<file path="src/pcpc_pkg.sv">
// package: register map and reset values for the port c pin configuration block
package pcpc_pkg;
	localparam int          PCPC_PIN_COUNT       = 8;
	localparam int          PCPC_ADDR_W          = 12;
	// ----------------------------------------------------------------
	// register byte offsets
	// ----------------------------------------------------------------
	localparam logic [11:0] PCPC_ANSEL_OFFSET    = 12'h000;
	localparam logic [11:0] PCPC_PULLUP_OFFSET   = 12'h004;
	localparam logic [11:0] PCPC_OPTION_OFFSET   = 12'h008;
	localparam logic [11:0] PCPC_DIR_OFFSET      = 12'h00C;
	localparam logic [11:0] PCPC_STATUS_OFFSET   = 12'h010;
	// ----------------------------------------------------------------
	// reset values and implemented-bit masks
	// ----------------------------------------------------------------
	localparam logic [7:0]  PCPC_ANSEL_RESET     = 8'hFF;
	localparam logic [7:0]  PCPC_PULLUP_RESET    = 8'hFF;
	localparam logic [7:0]  PCPC_DIR_RESET       = 8'hFF;
	localparam logic        PCPC_PU_DIS_N_RESET  = 1'h1;
	localparam logic [7:0]  PCPC_ANSEL_MASK_BASE = 8'h0F;
	localparam logic [7:0]  PCPC_UPPER_PAIR_MASK = 8'hC0;
	localparam logic [7:0]  PCPC_PULLUP_MASK_BASE = 8'h3F;
	localparam int          PCPC_PU_DIS_BIT      = 0;
	localparam logic [31:0] PCPC_READ_ZERO       = 32'h0000_0000;
endpackage

</file>
<file path="src/pcpc_sync.sv">
// three-stage input synchroniser with agreement filter for one pin
`timescale 1ns/10ps
`default_nettype none
module pcpc_sync
	import pcpc_pkg::*;
(
	input  wire logic pclk,
	input  wire logic presetn,
	input  wire logic din,
	output var  logic dout
);
	logic s1_q;
	logic s2_q;
	logic s3_q;
	logic out_q;

	// stage chain; output changes once stages two and three agree
	always_ff @(posedge pclk or negedge presetn) begin
		if (!presetn) begin
			s1_q  <= 1'b0;
			s2_q  <= 1'b0;
			s3_q  <= 1'b0;
			out_q <= 1'b0;
		end else begin
			s1_q <= din;
			s2_q <= s1_q;
			s3_q <= s2_q;
			if (s2_q == s3_q) begin
				out_q <= s3_q;
			end
		end
	end

	assign dout = out_q;
endmodule
`default_nettype wire

</file>
<file path="src/pcpc_pin_cell.sv">
// per-pin input gating and pull-up qualification
`timescale 1ns/10ps
`default_nettype none
module pcpc_pin_cell
	import pcpc_pkg::*;
(
	input  wire logic analog_sel,
	input  wire logic pullup_bit,
	input  wire logic pullup_dis_n,
	input  wire logic dir_input,
	input  wire logic pin_sync,
	output var  logic dig_in,
	output var  logic buf_en,
	output var  logic analog_en,
	output var  logic pullup_on
);
	// digital buffer on only in digital mode, forced low in analog mode
	assign buf_en    = ~analog_sel;
	assign dig_in    = pin_sync & ~analog_sel;
	assign analog_en = analog_sel;
	// pull-up needs its bit, global enable low and pin as input
	assign pullup_on = pullup_bit & ~pullup_dis_n & dir_input;
endmodule
`default_nettype wire

</file>
<file path="src/pcpc_top.sv">
// port c pin configuration block: apb registers, analog select and pull-ups
`timescale 1ns/10ps
`default_nettype none
module pcpc_top
	import pcpc_pkg::*;
#(
	parameter bit LARGE_PACKAGE = 1'b1,
	parameter int PINS          = PCPC_PIN_COUNT
)(
	input  wire logic                  pclk,
	input  wire logic                  presetn,
	input  wire logic                  psel,
	input  wire logic                  penable,
	input  wire logic                  pwrite,
	input  wire logic [PCPC_ADDR_W-1:0] paddr,
	input  wire logic [31:0]           pwdata,
	input  wire logic [3:0]            pstrb,
	output var  logic [31:0]           prdata,
	output var  logic                  pready,
	output var  logic                  pslverr,
	input  wire logic [PINS-1:0]       port_c_pins_in,
	output var  logic [PINS-1:0]       port_c_pins_dig_in,
	output var  logic [PINS-1:0]       port_c_pins_buf_en,
	output var  logic [PINS-1:0]       port_c_pins_analog_en,
	output var  logic [PINS-1:0]       port_c_pins_pullup_en,
	output var  logic [PINS-1:0]       pin_direction_bit
);
	// ----------------------------------------------------------------
	// implemented-bit masks per package variant
	// ----------------------------------------------------------------
	// constant masks so the reset branch assigns constants only
	localparam logic [7:0] ANSEL_IMPL  = LARGE_PACKAGE ? (PCPC_ANSEL_MASK_BASE | PCPC_UPPER_PAIR_MASK)
	                                                   : PCPC_ANSEL_MASK_BASE;
	localparam logic [7:0] PULLUP_IMPL = LARGE_PACKAGE ? (PCPC_PULLUP_MASK_BASE | PCPC_UPPER_PAIR_MASK)
	                                                   : PCPC_PULLUP_MASK_BASE;
	wire logic [7:0] ansel_mask;
	wire logic [7:0] pullup_mask;
	assign ansel_mask  = ANSEL_IMPL;
	assign pullup_mask = PULLUP_IMPL;

	// ----------------------------------------------------------------
	// apb decode
	// ----------------------------------------------------------------
	logic [7:0] ansel_q;
	logic [7:0] pullup_q;
	logic [7:0] dir_q;
	logic       pu_dis_n_q;
	logic [31:0] prdata_q;

	wire logic access_ph;
	wire logic wr_en;
	wire logic rd_en;
	wire logic hit_ansel;
	wire logic hit_pullup;
	wire logic hit_option;
	wire logic hit_dir;
	wire logic hit_status;
	wire logic hit_any;
	wire logic lane0;
	assign access_ph  = psel & penable;
	assign hit_ansel  = (paddr == PCPC_ANSEL_OFFSET);
	assign hit_pullup = (paddr == PCPC_PULLUP_OFFSET);
	assign hit_option = (paddr == PCPC_OPTION_OFFSET);
	assign hit_dir    = (paddr == PCPC_DIR_OFFSET);
	assign hit_status = (paddr == PCPC_STATUS_OFFSET);
	assign hit_any    = hit_ansel | hit_pullup | hit_option | hit_dir | hit_status;
	assign lane0      = pstrb[0];
	assign wr_en      = access_ph & pwrite & hit_any & lane0;
	assign rd_en      = access_ph & ~pwrite;

	// zero-wait slave; unmapped address and status write report error
	assign pready  = 1'b1;
	assign pslverr = access_ph & (~hit_any | (pwrite & hit_status));

	// ----------------------------------------------------------------
	// pin synchronisers and per-pin cells
	// ----------------------------------------------------------------
	logic [PINS-1:0] pin_sync;
	genvar gi;
	generate
		for (gi = 0; gi < PINS; gi++) begin : g_pin
			pcpc_sync u_sync (
				.pclk    (pclk),
				.presetn (presetn),
				.din     (port_c_pins_in[gi]),
				.dout    (pin_sync[gi])
			);
			pcpc_pin_cell u_cell (
				.analog_sel   (ansel_q[gi]),
				.pullup_bit   (pullup_q[gi]),
				.pullup_dis_n (pu_dis_n_q),
				.dir_input    (dir_q[gi]),
				.pin_sync     (pin_sync[gi]),
				.dig_in       (port_c_pins_dig_in[gi]),
				.buf_en       (port_c_pins_buf_en[gi]),
				.analog_en    (port_c_pins_analog_en[gi]),
				.pullup_on    (port_c_pins_pullup_en[gi])
			);
		end
	endgenerate

	// ----------------------------------------------------------------
	// register write path
	// ----------------------------------------------------------------
	// masked writes keep unimplemented positions at zero
	always_ff @(posedge pclk or negedge presetn) begin
		if (!presetn) begin
			ansel_q    <= PCPC_ANSEL_RESET & ANSEL_IMPL;
			pullup_q   <= PCPC_PULLUP_RESET & PULLUP_IMPL;
			dir_q      <= PCPC_DIR_RESET;
			pu_dis_n_q <= PCPC_PU_DIS_N_RESET;
		end else if (wr_en) begin
			if (hit_ansel) begin
				ansel_q <= pwdata[7:0] & ansel_mask;
			end
			if (hit_pullup) begin
				pullup_q <= pwdata[7:0] & pullup_mask;
			end
			if (hit_option) begin
				pu_dis_n_q <= pwdata[PCPC_PU_DIS_BIT];
			end
			if (hit_dir) begin
				dir_q <= pwdata[7:0];
			end
		end
	end

	// ----------------------------------------------------------------
	// read path
	// ----------------------------------------------------------------
	wire logic [7:0]  status_view;
	wire logic [31:0] rd_mux;
	assign status_view = port_c_pins_pullup_en;
	assign rd_mux = hit_ansel  ? {24'h000000, ansel_q & ansel_mask} :
	                hit_pullup ? {24'h000000, pullup_q & pullup_mask} :
	                hit_option ? {31'h00000000, pu_dis_n_q} :
	                hit_dir    ? {24'h000000, dir_q} :
	                hit_status ? {24'h000000, status_view} : PCPC_READ_ZERO;

	// registered read data, captured at the setup-phase edge (psel high, penable low)
	always_ff @(posedge pclk or negedge presetn) begin
		if (!presetn) begin
			prdata_q <= PCPC_READ_ZERO;
		end else if (psel & ~penable & ~pwrite) begin
			prdata_q <= rd_mux;
		end
	end

	assign prdata            = rd_en ? prdata_q : PCPC_READ_ZERO;
	assign pin_direction_bit = dir_q;

	// ----------------------------------------------------------------
	// assertions
	// ----------------------------------------------------------------
	a_ansel_mid_zero: assert property (@(posedge pclk) disable iff (!presetn)
		ansel_q[5:4] == 2'b00) else $error("analog select bits 5..4 not zero");
	a_ansel_small_pkg: assert property (@(posedge pclk) disable iff (!presetn)
		!LARGE_PACKAGE |-> ansel_q[7:6] == 2'b00) else $error("analog upper pair set");
	a_pullup_small_pkg: assert property (@(posedge pclk) disable iff (!presetn)
		!LARGE_PACKAGE |-> pullup_q[7:6] == 2'b00) else $error("pull-up upper pair set");
	a_analog_buf_off: assert property (@(posedge pclk) disable iff (!presetn)
		(port_c_pins_buf_en & ansel_q) == '0) else $error("buffer on in analog mode");
	a_digital_path_on: assert property (@(posedge pclk) disable iff (!presetn)
		(port_c_pins_buf_en | ansel_q) == '1) else $error("buffer off in digital mode");
	a_global_pullup_off: assert property (@(posedge pclk) disable iff (!presetn)
		pu_dis_n_q |-> port_c_pins_pullup_en == '0) else $error("pull-up on while disabled");
	a_output_no_pullup: assert property (@(posedge pclk) disable iff (!presetn)
		(port_c_pins_pullup_en & ~dir_q) == '0) else $error("pull-up on output pin");
	a_pullup_follows: assert property (@(posedge pclk) disable iff (!presetn)
		!pu_dis_n_q |-> port_c_pins_pullup_en == (pullup_q & dir_q)) else $error("pull-up mismatch");
	a_ansel_write: assert property (@(posedge pclk) disable iff (!presetn)
		wr_en && hit_ansel |=> ansel_q == ($past(pwdata[7:0]) & ansel_mask))
		else $error("analog select write lost");
	a_read_masked: assert property (@(posedge pclk) disable iff (!presetn)
		rd_en && hit_pullup |-> prdata[31:8] == 24'h000000) else $error("upper read bits set");

	a_dig_in_gated: assert property (@(posedge pclk) disable iff (!presetn)
		(port_c_pins_dig_in & ansel_q) == '0) else $error("digital input seen on analog pin");
	a_bad_addr_err: assert property (@(posedge pclk) disable iff (!presetn)
		access_ph && !hit_any |-> pslverr) else $error("unmapped access without error");
	a_pullup_write: assert property (@(posedge pclk) disable iff (!presetn)
		wr_en && hit_pullup |=> pullup_q == ($past(pwdata[7:0]) & pullup_mask))
		else $error("pull-up write lost");

	c_analog_write: cover property (@(posedge pclk) disable iff (!presetn) wr_en && hit_ansel);
	c_pullup_active: cover property (@(posedge pclk) disable iff (!presetn) port_c_pins_pullup_en != '0);
	c_bad_address: cover property (@(posedge pclk) disable iff (!presetn) pslverr);
endmodule
`default_nettype wire

</file>
<file path="config.mk">
export PLATFORM = sky130hd
export DESIGN_NAME = pcpc_top
export DESIGN_NICKNAME = d
export VERILOG_FILES = /design/src/pcpc_pkg.sv /design/src/pcpc_sync.sv /design/src/pcpc_pin_cell.sv /design/src/pcpc_top.sv
export SDC_FILE = /design/constraint.sdc
export NUM_CORES = 1
export LEC_CHECK = 0
export ABC_AREA = 0
export BUFFER_PORTS_ARGS = -buffer_cell sky130_fd_sc_hd__buf_2
export CAP_MARGIN = 15
export CORE_MARGIN = 5
export CORE_UTILIZATION = 50
export CTS_CLUSTER_SIZE = 25
export DETAILED_ROUTE_END_ITERATION = 8
export PLACE_DENSITY_LB_ADDON = 0.12
export RECOVER_POWER = 100
export SLEW_MARGIN = 0
export SYNTH_ARGS = -nofsm -noshare
export SYNTH_HDL_FRONTEND = slang
export SYNTH_HIERARCHICAL = 1
export SYNTH_SLANG_ARGS = --single-unit
</file>
<file path="constraint.sdc">
create_clock -name pclk -period 3.58 [get_ports pclk]
set_input_delay 0 -clock pclk [delete_from_list [all_inputs] [get_ports pclk]]
set_output_delay 0 -clock pclk [all_outputs]
set_load 0.01 [all_outputs]
</file>
# Word level (Yosys, flattened, before mapping)
# Index checks and enable logic that the tools add are counted.
# W data, S select, Z words.
# totals
reg_bits	87
latchBits	0
ramBits	0
romBits	0
in_bits	61
elab_cells	106
n_memories	0
# op_classes
n_addsub	0
mul	0
div_mod_pow	0
n_lt_le_gt_ge	0
eq_ne	12
n_shift	0
n_mux	6
bitwise_logic	46
n_reduce_logical	5
# op_table
operator	count
$mux W8	5
$mux W32	1
$and A1 B1 Y1	31
$eq A12 B4 Y1 const B	2
$eq A12 B3 Y1 const B	1
$eq A12 B5 Y1 const B	1
$logic_not A12 Y1	1
$not A1 Y1	10
$eq A1 B1 Y1	8
$reduce_and A2 Y1	4
$or A1 B1 Y1	5

# Longest topological paths before layout
# Gate-level depths: netlist (run 1).
# logic_depth
ltp_word	8
ltp_mapped	6
ltp_nobuf	4

# Hierarchy
# The synthesis (run 1) kept the hierarchy.
# by_module_without_submodules
module	n_inst	cells_each	area_each_um2	seq_area_each_um2
pcpc_top	1	170	1803.0	804.5
pcpc_sync	8	5	111.4	100.1
pcpc_pin_cell	8	4	26.3	0.0

# Worst setup path before layout (run 1)
# OpenSTA, ideal clock, no wires.
# synth_path
path_type	input port to flip-flop
from	input port paddr[6]
to	register pullup_q[0]
setup_time_ps	82
arrival_ps	1823
setup_slack_ps	1675
stages	4
n_path_buf	0
path_cell_list	or4_4 > or4_4 > nor4_4 > mux2_2
# synth_between
elab_chain_cells	8
elab_cells_between_ends	12
classes_between	eq/ne (4); bitwise (6); reduce/logical (2)
# synth_lines
item	line	text
from (decl)	pcpc_top.sv:15	input wire logic [PCPC_ADDR_W-1:0] paddr,
$eq A12 B3 Y1 or $logic_not A12 Y1 (tied branches)	pcpc_top.sv:62, pcpc_top.sv:61	
$or A1 B1 Y1 (4 in a row)	pcpc_top.sv:66	assign hit_any = hit_ansel | hit_pullup | hit_option | hit_dir | hit_status;
$and A1 B1 Y1 (2 in a row)	pcpc_top.sv:68	assign wr_en = access_ph & pwrite & hit_any & lane0;
$reduce_and A2 Y1 (no source line) *	-	
to (signal assigned)	pcpc_top.sv:109	pullup_q <= PCPC_PULLUP_RESET & PULLUP_IMPL;
to (signal assigned)	pcpc_top.sv:117	pullup_q <= pwdata[7:0] & pullup_mask;
to (decl)	pcpc_top.sv:45	logic [7:0] pullup_q;
# Every way passes the cells marked *; elsewhere a longest branch is shown, timed or not.
# A chain may end at the register's enable or synchronous reset.

# Worst setup path in the final report (run 1)
# layout_path
from	input port paddr[6]
to	register ansel_q[6]
# layout_between
elab_chain_cells	8
elab_cells_between_ends	12
classes_between	eq/ne (4); bitwise (6); reduce/logical (2)
# layout_lines
item	line	text
$eq A12 B3 Y1 or $logic_not A12 Y1 (tied branches)	pcpc_top.sv:62, pcpc_top.sv:61	
$or A1 B1 Y1 (4 in a row)	pcpc_top.sv:66	
$and A1 B1 Y1 (2 in a row)	pcpc_top.sv:68	
$reduce_and A2 Y1 (no source line) *	-	
to (signal assigned)	pcpc_top.sv:108	ansel_q <= PCPC_ANSEL_RESET & ANSEL_IMPL;
to (signal assigned)	pcpc_top.sv:114	ansel_q <= pwdata[7:0] & ansel_mask;
to (decl)	pcpc_top.sv:44	logic [7:0] ansel_q;
# Marked as above.

==> results of run 1 <==
[Yosys cell counts (all sizes together), types with 2 or more instances]
library cell  count
mux2             23
o21ai             2
and3b             8
nor4              4
or4               2
clkbuf            3
dfrtp            40
nor2             16
inv               9
conb              2
nor2b             8
dfstp            23
nand2            10
a32o              2
mux2i             7
nand3             4
nand2b            5
o31ai             6
maj3              8
and2              8
a21oi             6
buf              35
nor3              2
[area by class of cell]
| cell class | instances | area [um2] | area share (%) |
|---|---|---|---|
| Clock buffer | 11 | 141 | 3.98 |
| Tap cell | 72 | 90.1 | 2.53 |
| Multi-Input combinational cell | 161 | 1080 | 30.5 |
| Timing Repair Buffer | 97 | 531 | 14.9 |
| Inverter | 9 | 33.8 | 0.950 |
| Clock inverter | 4 | 70.1 | 1.97 |
| Sequential cell | 63 | 1610 | 45.1 |
[power by group]
part           total (uW)  internal, uW  switching, uW  leakage (uW)
sequential            746           736           10.0      0.000726
combinational         111          45.3           66.1      0.000807
clock                 656           405            251      0.000109
total                1510          1190            327       0.00164
[kinds of logic after synthesis]
| family | share of synthesized area (%) |
|---|---|
| multiplexers | 11.3 |
| adder cells (fa/ha/maj) | 3.10 |
| other | 0.259 |
| buffers and inverters | 10.3 |
| flip-flops | 55.3 |
| AND/OR/NAND/NOR | 15.3 |
| AO/OA/AOI/OAI | 4.39 |
[how the worst max path moves through the flow]
stage	from	cells past startpoint	end
floorplan	paddr[6]	4	pullup_q[0]
global placement	paddr[6]	5	pin_direction_bit[7]
detailed placement	paddr[6]	5	pullup_q[2]
CTS	paddr[6]	5	pin_direction_bit[3]
global route	presetn	3	g_pin[1].u_sync/s2_q
finish	paddr[6]	5	ansel_q[6]
[flip-flops by register name (all words and copies together), names as in the netlist]
name / flops
ansel_q: 6
g_pin.u_sync/dout: 8
g_pin.u_sync/s1_q: 8
g_pin.u_sync/s2_q: 8
g_pin.u_sync/s3_q: 8
pin_direction_bit: 8
prdata_q: 8
pu_dis_n_q: 1
pullup_q: 8
[metal layers]
layer,track usage [%],wire length (um)
met5,0,0
met4,6.37,68
met3,4.09,523
met2,25.6,2840
met1,22.8,2530
[critical path: stages]
cell and delay [ns]:
buf_2 0.09, or4_1 0.52, or4_1 0.54, nor3_1 1.00, mux2_2 0.43
[metrics by stage]
step           setup slack, ns  utilization [%]  total power, uW  instance area [um2]  std cells
5_1_grt                  0.923             63.8             1580                 3560        417
6_report                  1.26             63.8             1510                 3560        417
4_1_cts                   1.65             65.0             1530                 3620        417
3_3_place_gp              1.33             58.2              860                 3240        385
2_1_floorplan             1.67                -              831                 3010        271
3_5_place_dp              1.31             58.2              862                 3240        385
==> out/results.ini, run 1 <==
[timing]
fmax_ghz = 0.431
fin_setup_tns_ns = 0
relSlewSlack_pct = -3.49
fin_skew_ns = 0.00653
rsz0062_at_grt = false
setup-violations-final = 0
hold_violations = 0
worst_hold_slack_ns = 0.0716
slew_viol_final = 31
tightest_slew_ns = 1.55
fin_crit_sh_pct = 64.8
finalCriticalPeriod_ns = 2.32

[floorplanning]
num_rows = 27
start_util_pct = 52.1
coreArea_um2 = 5570
die_w_um = 86.2
die-area_um2 = 7430
num_io_pins = 135
fp.dieH_um = 86.2

[clock_tree]
clk_latency_ns = 0.33
ctsLongestPathBuffers = 2
cts_hold_buffers = 17
cts-root-buf = clkbuf_8
post_cts_buffers = 0
htree_num_levels = 3
cts_buffers = 9
clock_sinks = 63
cts.clk_slew.worst_paths_ns = 0.06
cts_tree = done
ctsResizeCount = 0

[placement]
gp_congestion = 0.815
dp_hpwl_um = 4250
io_buffers = 78

[power]
powerDensity_nw_per_um2 = 426
ir_drop_v = 0.000306
p_leak_uw = 0.00164

[global_routing]
grt_max_degree = 35
grt_overflow_total = 0
grt_antenna_before_repair = 0
grt_pass1_vias = 1927
track_usage_pct = 16.6
grt_pass1_wl_um = 9590

[outcome]
violations = capacitance limit, slew limit
outcome = complete, but fails checks

[synthesis]
synth_area_um2 = 2900
synth_top_area_share_pct = 34.5
synth_area_leader_cell = dfrtp_1
netlist_top_cells_area = dfrtp_1 (34%), dfstp_2 (21%), mux2_2 (8.9%), buf_4 (8.5%), maj3_2 (3.1%)
ys.flop_type = dfrtp_1
synthesis.area_per_instance_um2 = 12.0
ys_ff_latch = 63
async_flop_share_pct = 100
syn_inst = 242
ys_seq_area_share_pct = 55.3
synth-edff-count = 0
yosysUniqueCellTypes = 35
yosysWarnings = 6

[detailed_routing]
vias = 2012
firstDrtPassIters = 4
viasPerCell = 4.82
avgRoutedWirePerCell_um = 14.3
routed_wl_um = 5960
final_antenna_net_count = 0
drc = 0
initialDrtViolationCount = 90

[worst_setup_path]
cp-start-kind = input port
ff2ff_path_depth = 4
reg2reg_to = prdata_q[0]
reg2reg_slack_ns = 2.00
r2r-start = pu_dis_n_q
crit_required_ns = 3.84
cp-end-kind = register
crit_fanout = 6
crit_type = input port to register
critPathArrivalTime_ns = 2.58

[min_path]
worstHoldStart = paddr[7]
min_path_type = input port to register
min_path_cells = 4
hold-path-endpoint = prdata_q[0]

[finish]
drive_gt1_share_pct = 28.1
fin_nets = 402
final_common_cell = buf_2
fillCellCount = 458
final_cell_mix = buf_2 (44), dfrtp_1 (40), clkbuf_1 (35)
antenna_cells = 0
area_delta_synth_final_pct = 22.4

[run]
maxCapViolations = 1

No activity file was read; power rests on OpenSTA's default activity.
==> run 2, diff against run 1 <==
--- a/config.mk
+++ b/config.mk
@@ -9,7 +9,7 @@
 export BUFFER_PORTS_ARGS = -buffer_cell sky130_fd_sc_hd__buf_2
 export CAP_MARGIN = 15
 export CORE_MARGIN = 5
-export CORE_UTILIZATION = 50
+export CORE_UTILIZATION = 47
 export CTS_CLUSTER_SIZE = 25
 export DETAILED_ROUTE_END_ITERATION = 8
 export PLACE_DENSITY_LB_ADDON = 0.12
==> constraint.sdc (replaced) <==
create_clock -name pclk -period 2.36 [get_ports pclk]
set_input_delay 0 -clock pclk [delete_from_list [all_inputs] [get_ports pclk]]
set_output_delay 0 -clock pclk [all_outputs]
set_load 0.01 [all_outputs]
==> out/results.ini, run 2 (same netlist as run 1, synthesis figures left out) <==
[power]
intPower_uw = 1810  ; was 1190 uW
ir_drop_v = 0.000404  ; was 0.000306 V
p_seq_share_pct = 48.5  ; was 49.3%
p_leak_uw = 0.00167  ; was 0.00164 uW
p_sw_uw = 523  ; was 327 uW
powerDensity_nw_per_um2 = 647  ; was 426 nW/um2
total_power_uw = 2330  ; was 1510 uW
pwr-share-clk_pct = 44.1  ; was 43.4%
p_comb_share_pct = 7.4  ; about the same
power.share.switching_pct = 22.4  ; was 21.6%

[detailed_routing]
initialDrtViolationCount = 83  ; was 90
final_antenna_net_count = 0  ; unchanged
firstDrtPassIters = 4  ; unchanged
dr_wl_met3_um = 424  ; was 523 um
vias = 1998  ; was 2012
highest_layer = met4  ; unchanged
avgRoutedWirePerCell_um = 14.5  ; was 14.3 um
drc = 0  ; unchanged
viasPerCell = 4.71  ; was 4.82
routed_wl_um = 6140  ; was 5960 um
wl_met1_um = 2700  ; was 2530 um
wl_met2_um = 2910  ; was 2840 um

[worst_setup_path]
cp-start-kind = input port  ; unchanged
r2r-start = pu_dis_n_q  ; unchanged
crit_fanout = 8  ; was 6
crit_type = input port to register  ; unchanged
ff2ff_path_depth = 4  ; unchanged
crit_required_ns = 2.62  ; was 3.84 ns
cp-end-kind = register  ; unchanged
critPathArrivalTime_ns = 2.27  ; was 2.58 ns
reg2reg_slack_ns = 0.81  ; was 2.00 ns
reg2reg_to = prdata_q[4]  ; was prdata_q[0]

[finish]
final_common_cell = buf_2  ; unchanged
area_delta_synth_final_pct = 24.1  ; was 22.4%
fillCellCount = 544  ; was 458
antenna_cells = 0  ; unchanged
fin_nets = 405  ; was 402
drive_gt1_share_pct = 28.4  ; was 28.1%
final_cell_mix = buf_2 (47), dfrtp_1 (40), clkbuf_1 (34)  ; was buf_2 (44), dfrtp_1 (40), clkbuf_1 (35)

[clock_tree]
post_cts_buffers = 0  ; unchanged
clock_sinks = 63  ; unchanged
cts.clk_slew.worst_paths_ns = 0.07  ; was 0.06 ns
clk_latency_ns = 0.33  ; about the same
cts-root-buf = clkbuf_8  ; unchanged
ctsResizeCount = 0  ; unchanged
cts_hold_buffers = 17  ; unchanged
cts_buffers = 9  ; unchanged
ctsLongestPathBuffers = 2  ; unchanged
htree_num_levels = 3  ; unchanged
cts_tree = done  ; unchanged

[timing]
finalCriticalPeriod_ns = 2.00
tightest_slew_ns = 1.69  ; was 1.55 ns
setup_ws_ns = 0.355  ; was 1.26 ns
relSlewSlack_pct = -12.5  ; was -3.49%
fin_skew_ns = 0.00639  ; was 0.00653 ns
fin_crit_sh_pct = 85.0
setup-violations-final = 0  ; unchanged
fmax_ghz = 0.499
hold_violations = 0  ; unchanged
slew_viol_final = 32  ; was 31
fin_setup_tns_ns = 0  ; unchanged
rsz0062_at_grt = false  ; unchanged

[placement]
dp_hpwl_um = 4400  ; was 4250 um
gp_congestion = 0.836  ; was 0.815
dp_slack_ns = 0.286  ; was 1.31 ns
io_buffers = 78  ; unchanged

[global_routing]
grt_pass1_wl_um = 9850  ; was 9590 um
grt_pass1_vias = 2003  ; was 1927
grt_max_degree = 33  ; was 35
grt_antenna_before_repair = 0  ; unchanged
track_usage_pct = 16.8  ; was 16.6%
grt_overflow_total = 0  ; unchanged

[floorplanning]
coreArea_um2 = 5960  ; was 5570 um2
start_util_pct = 48.8  ; was 52.1%
num_io_pins = 135  ; unchanged
fp.dieH_um = 88.6  ; was 86.2 um
die_w_um = 88.6  ; was 86.2 um
num_rows = 28  ; was 27
die-area_um2 = 7850  ; was 7430 um2

[run]
maxCapViolations = 1  ; unchanged

[min_path]
min_path_cells = 4  ; unchanged
hold-path-endpoint = prdata_q[0]  ; unchanged
worstHoldStart = paddr[0]  ; was paddr[7]
min_path_type = input port to register  ; unchanged

[outcome]
outcome = complete, but fails checks  ; unchanged
violations = capacitance limit, slew limit  ; unchanged

==> run 2: how the worst max path moves through the flow <==
stage                     startpoint                   end  depth (start not counted)  slack (ns)
after floorplan             paddr[6]           pullup_q[0]                          4        0.45
after global placement      paddr[4]  pin_direction_bit[3]                          5        0.27
after detailed placement    paddr[4]  pin_direction_bit[4]                          5        0.29
after CTS                   paddr[4]  pin_direction_bit[4]                          5        0.65
after global routing        paddr[6]           pullup_q[1]                          6        0.29
final                       paddr[6]           pullup_q[1]                          6        0.36
==> run 2: routing by layer <==
metal  track usage (%)  up-vias
met5                 0        -
met4              8.24        0
met3              4.00       10
met2              26.6       67
met1              21.8      948
li1                  -      973
==> run 2: final cells by class <==
cell class                      instances  area [um2]  share of cell area, %
Sequential cell                        63        1610                   44.5
Multi-Input combinational cell        161        1080                   30.1
Timing Repair Buffer                  100         564                   15.7
Clock buffer                           11         141                   3.92
Tap cell                               75        93.8                   2.60
Clock inverter                          5        81.3                   2.26
Inverter                                9        33.8                  0.937
==> run 2: power groups by stage <==
| stage | logic, uW | registers [uW] | clock network [uW] |
|---|---|---|---|
| after floorplan | 113 | 1150 | 0 |
| after global placement | 157 | 1150 | 0 |
| after detailed placement | 161 | 1150 | 0 |
| after CTS | 183 | 1130 | 1070 |
| after global routing | 195 | 1130 | 1120 |
| final | 173 | 1130 | 1030 |
==> run 2: stage by stage <==
stage                     util [%]  instances  hold WS [ns]  area (um2)
final                         60.5        424        0.0842        3600
after global routing          60.5        424         0.136        3600
after CTS                     61.7        424        0.0619        3670
after detailed placement      55.1        391        0.0880        3280
after global placement        55.1        391        0.0859        3280
after floorplan                  -        271        -0.296        3010
==> run 2: critical path: stages <==
cell and delay (ns):
buf_2 0.10, or4_1 0.53, or4_1 0.54, nor4_4 0.28
clkbuf_1 0.42, mux2_2 0.39
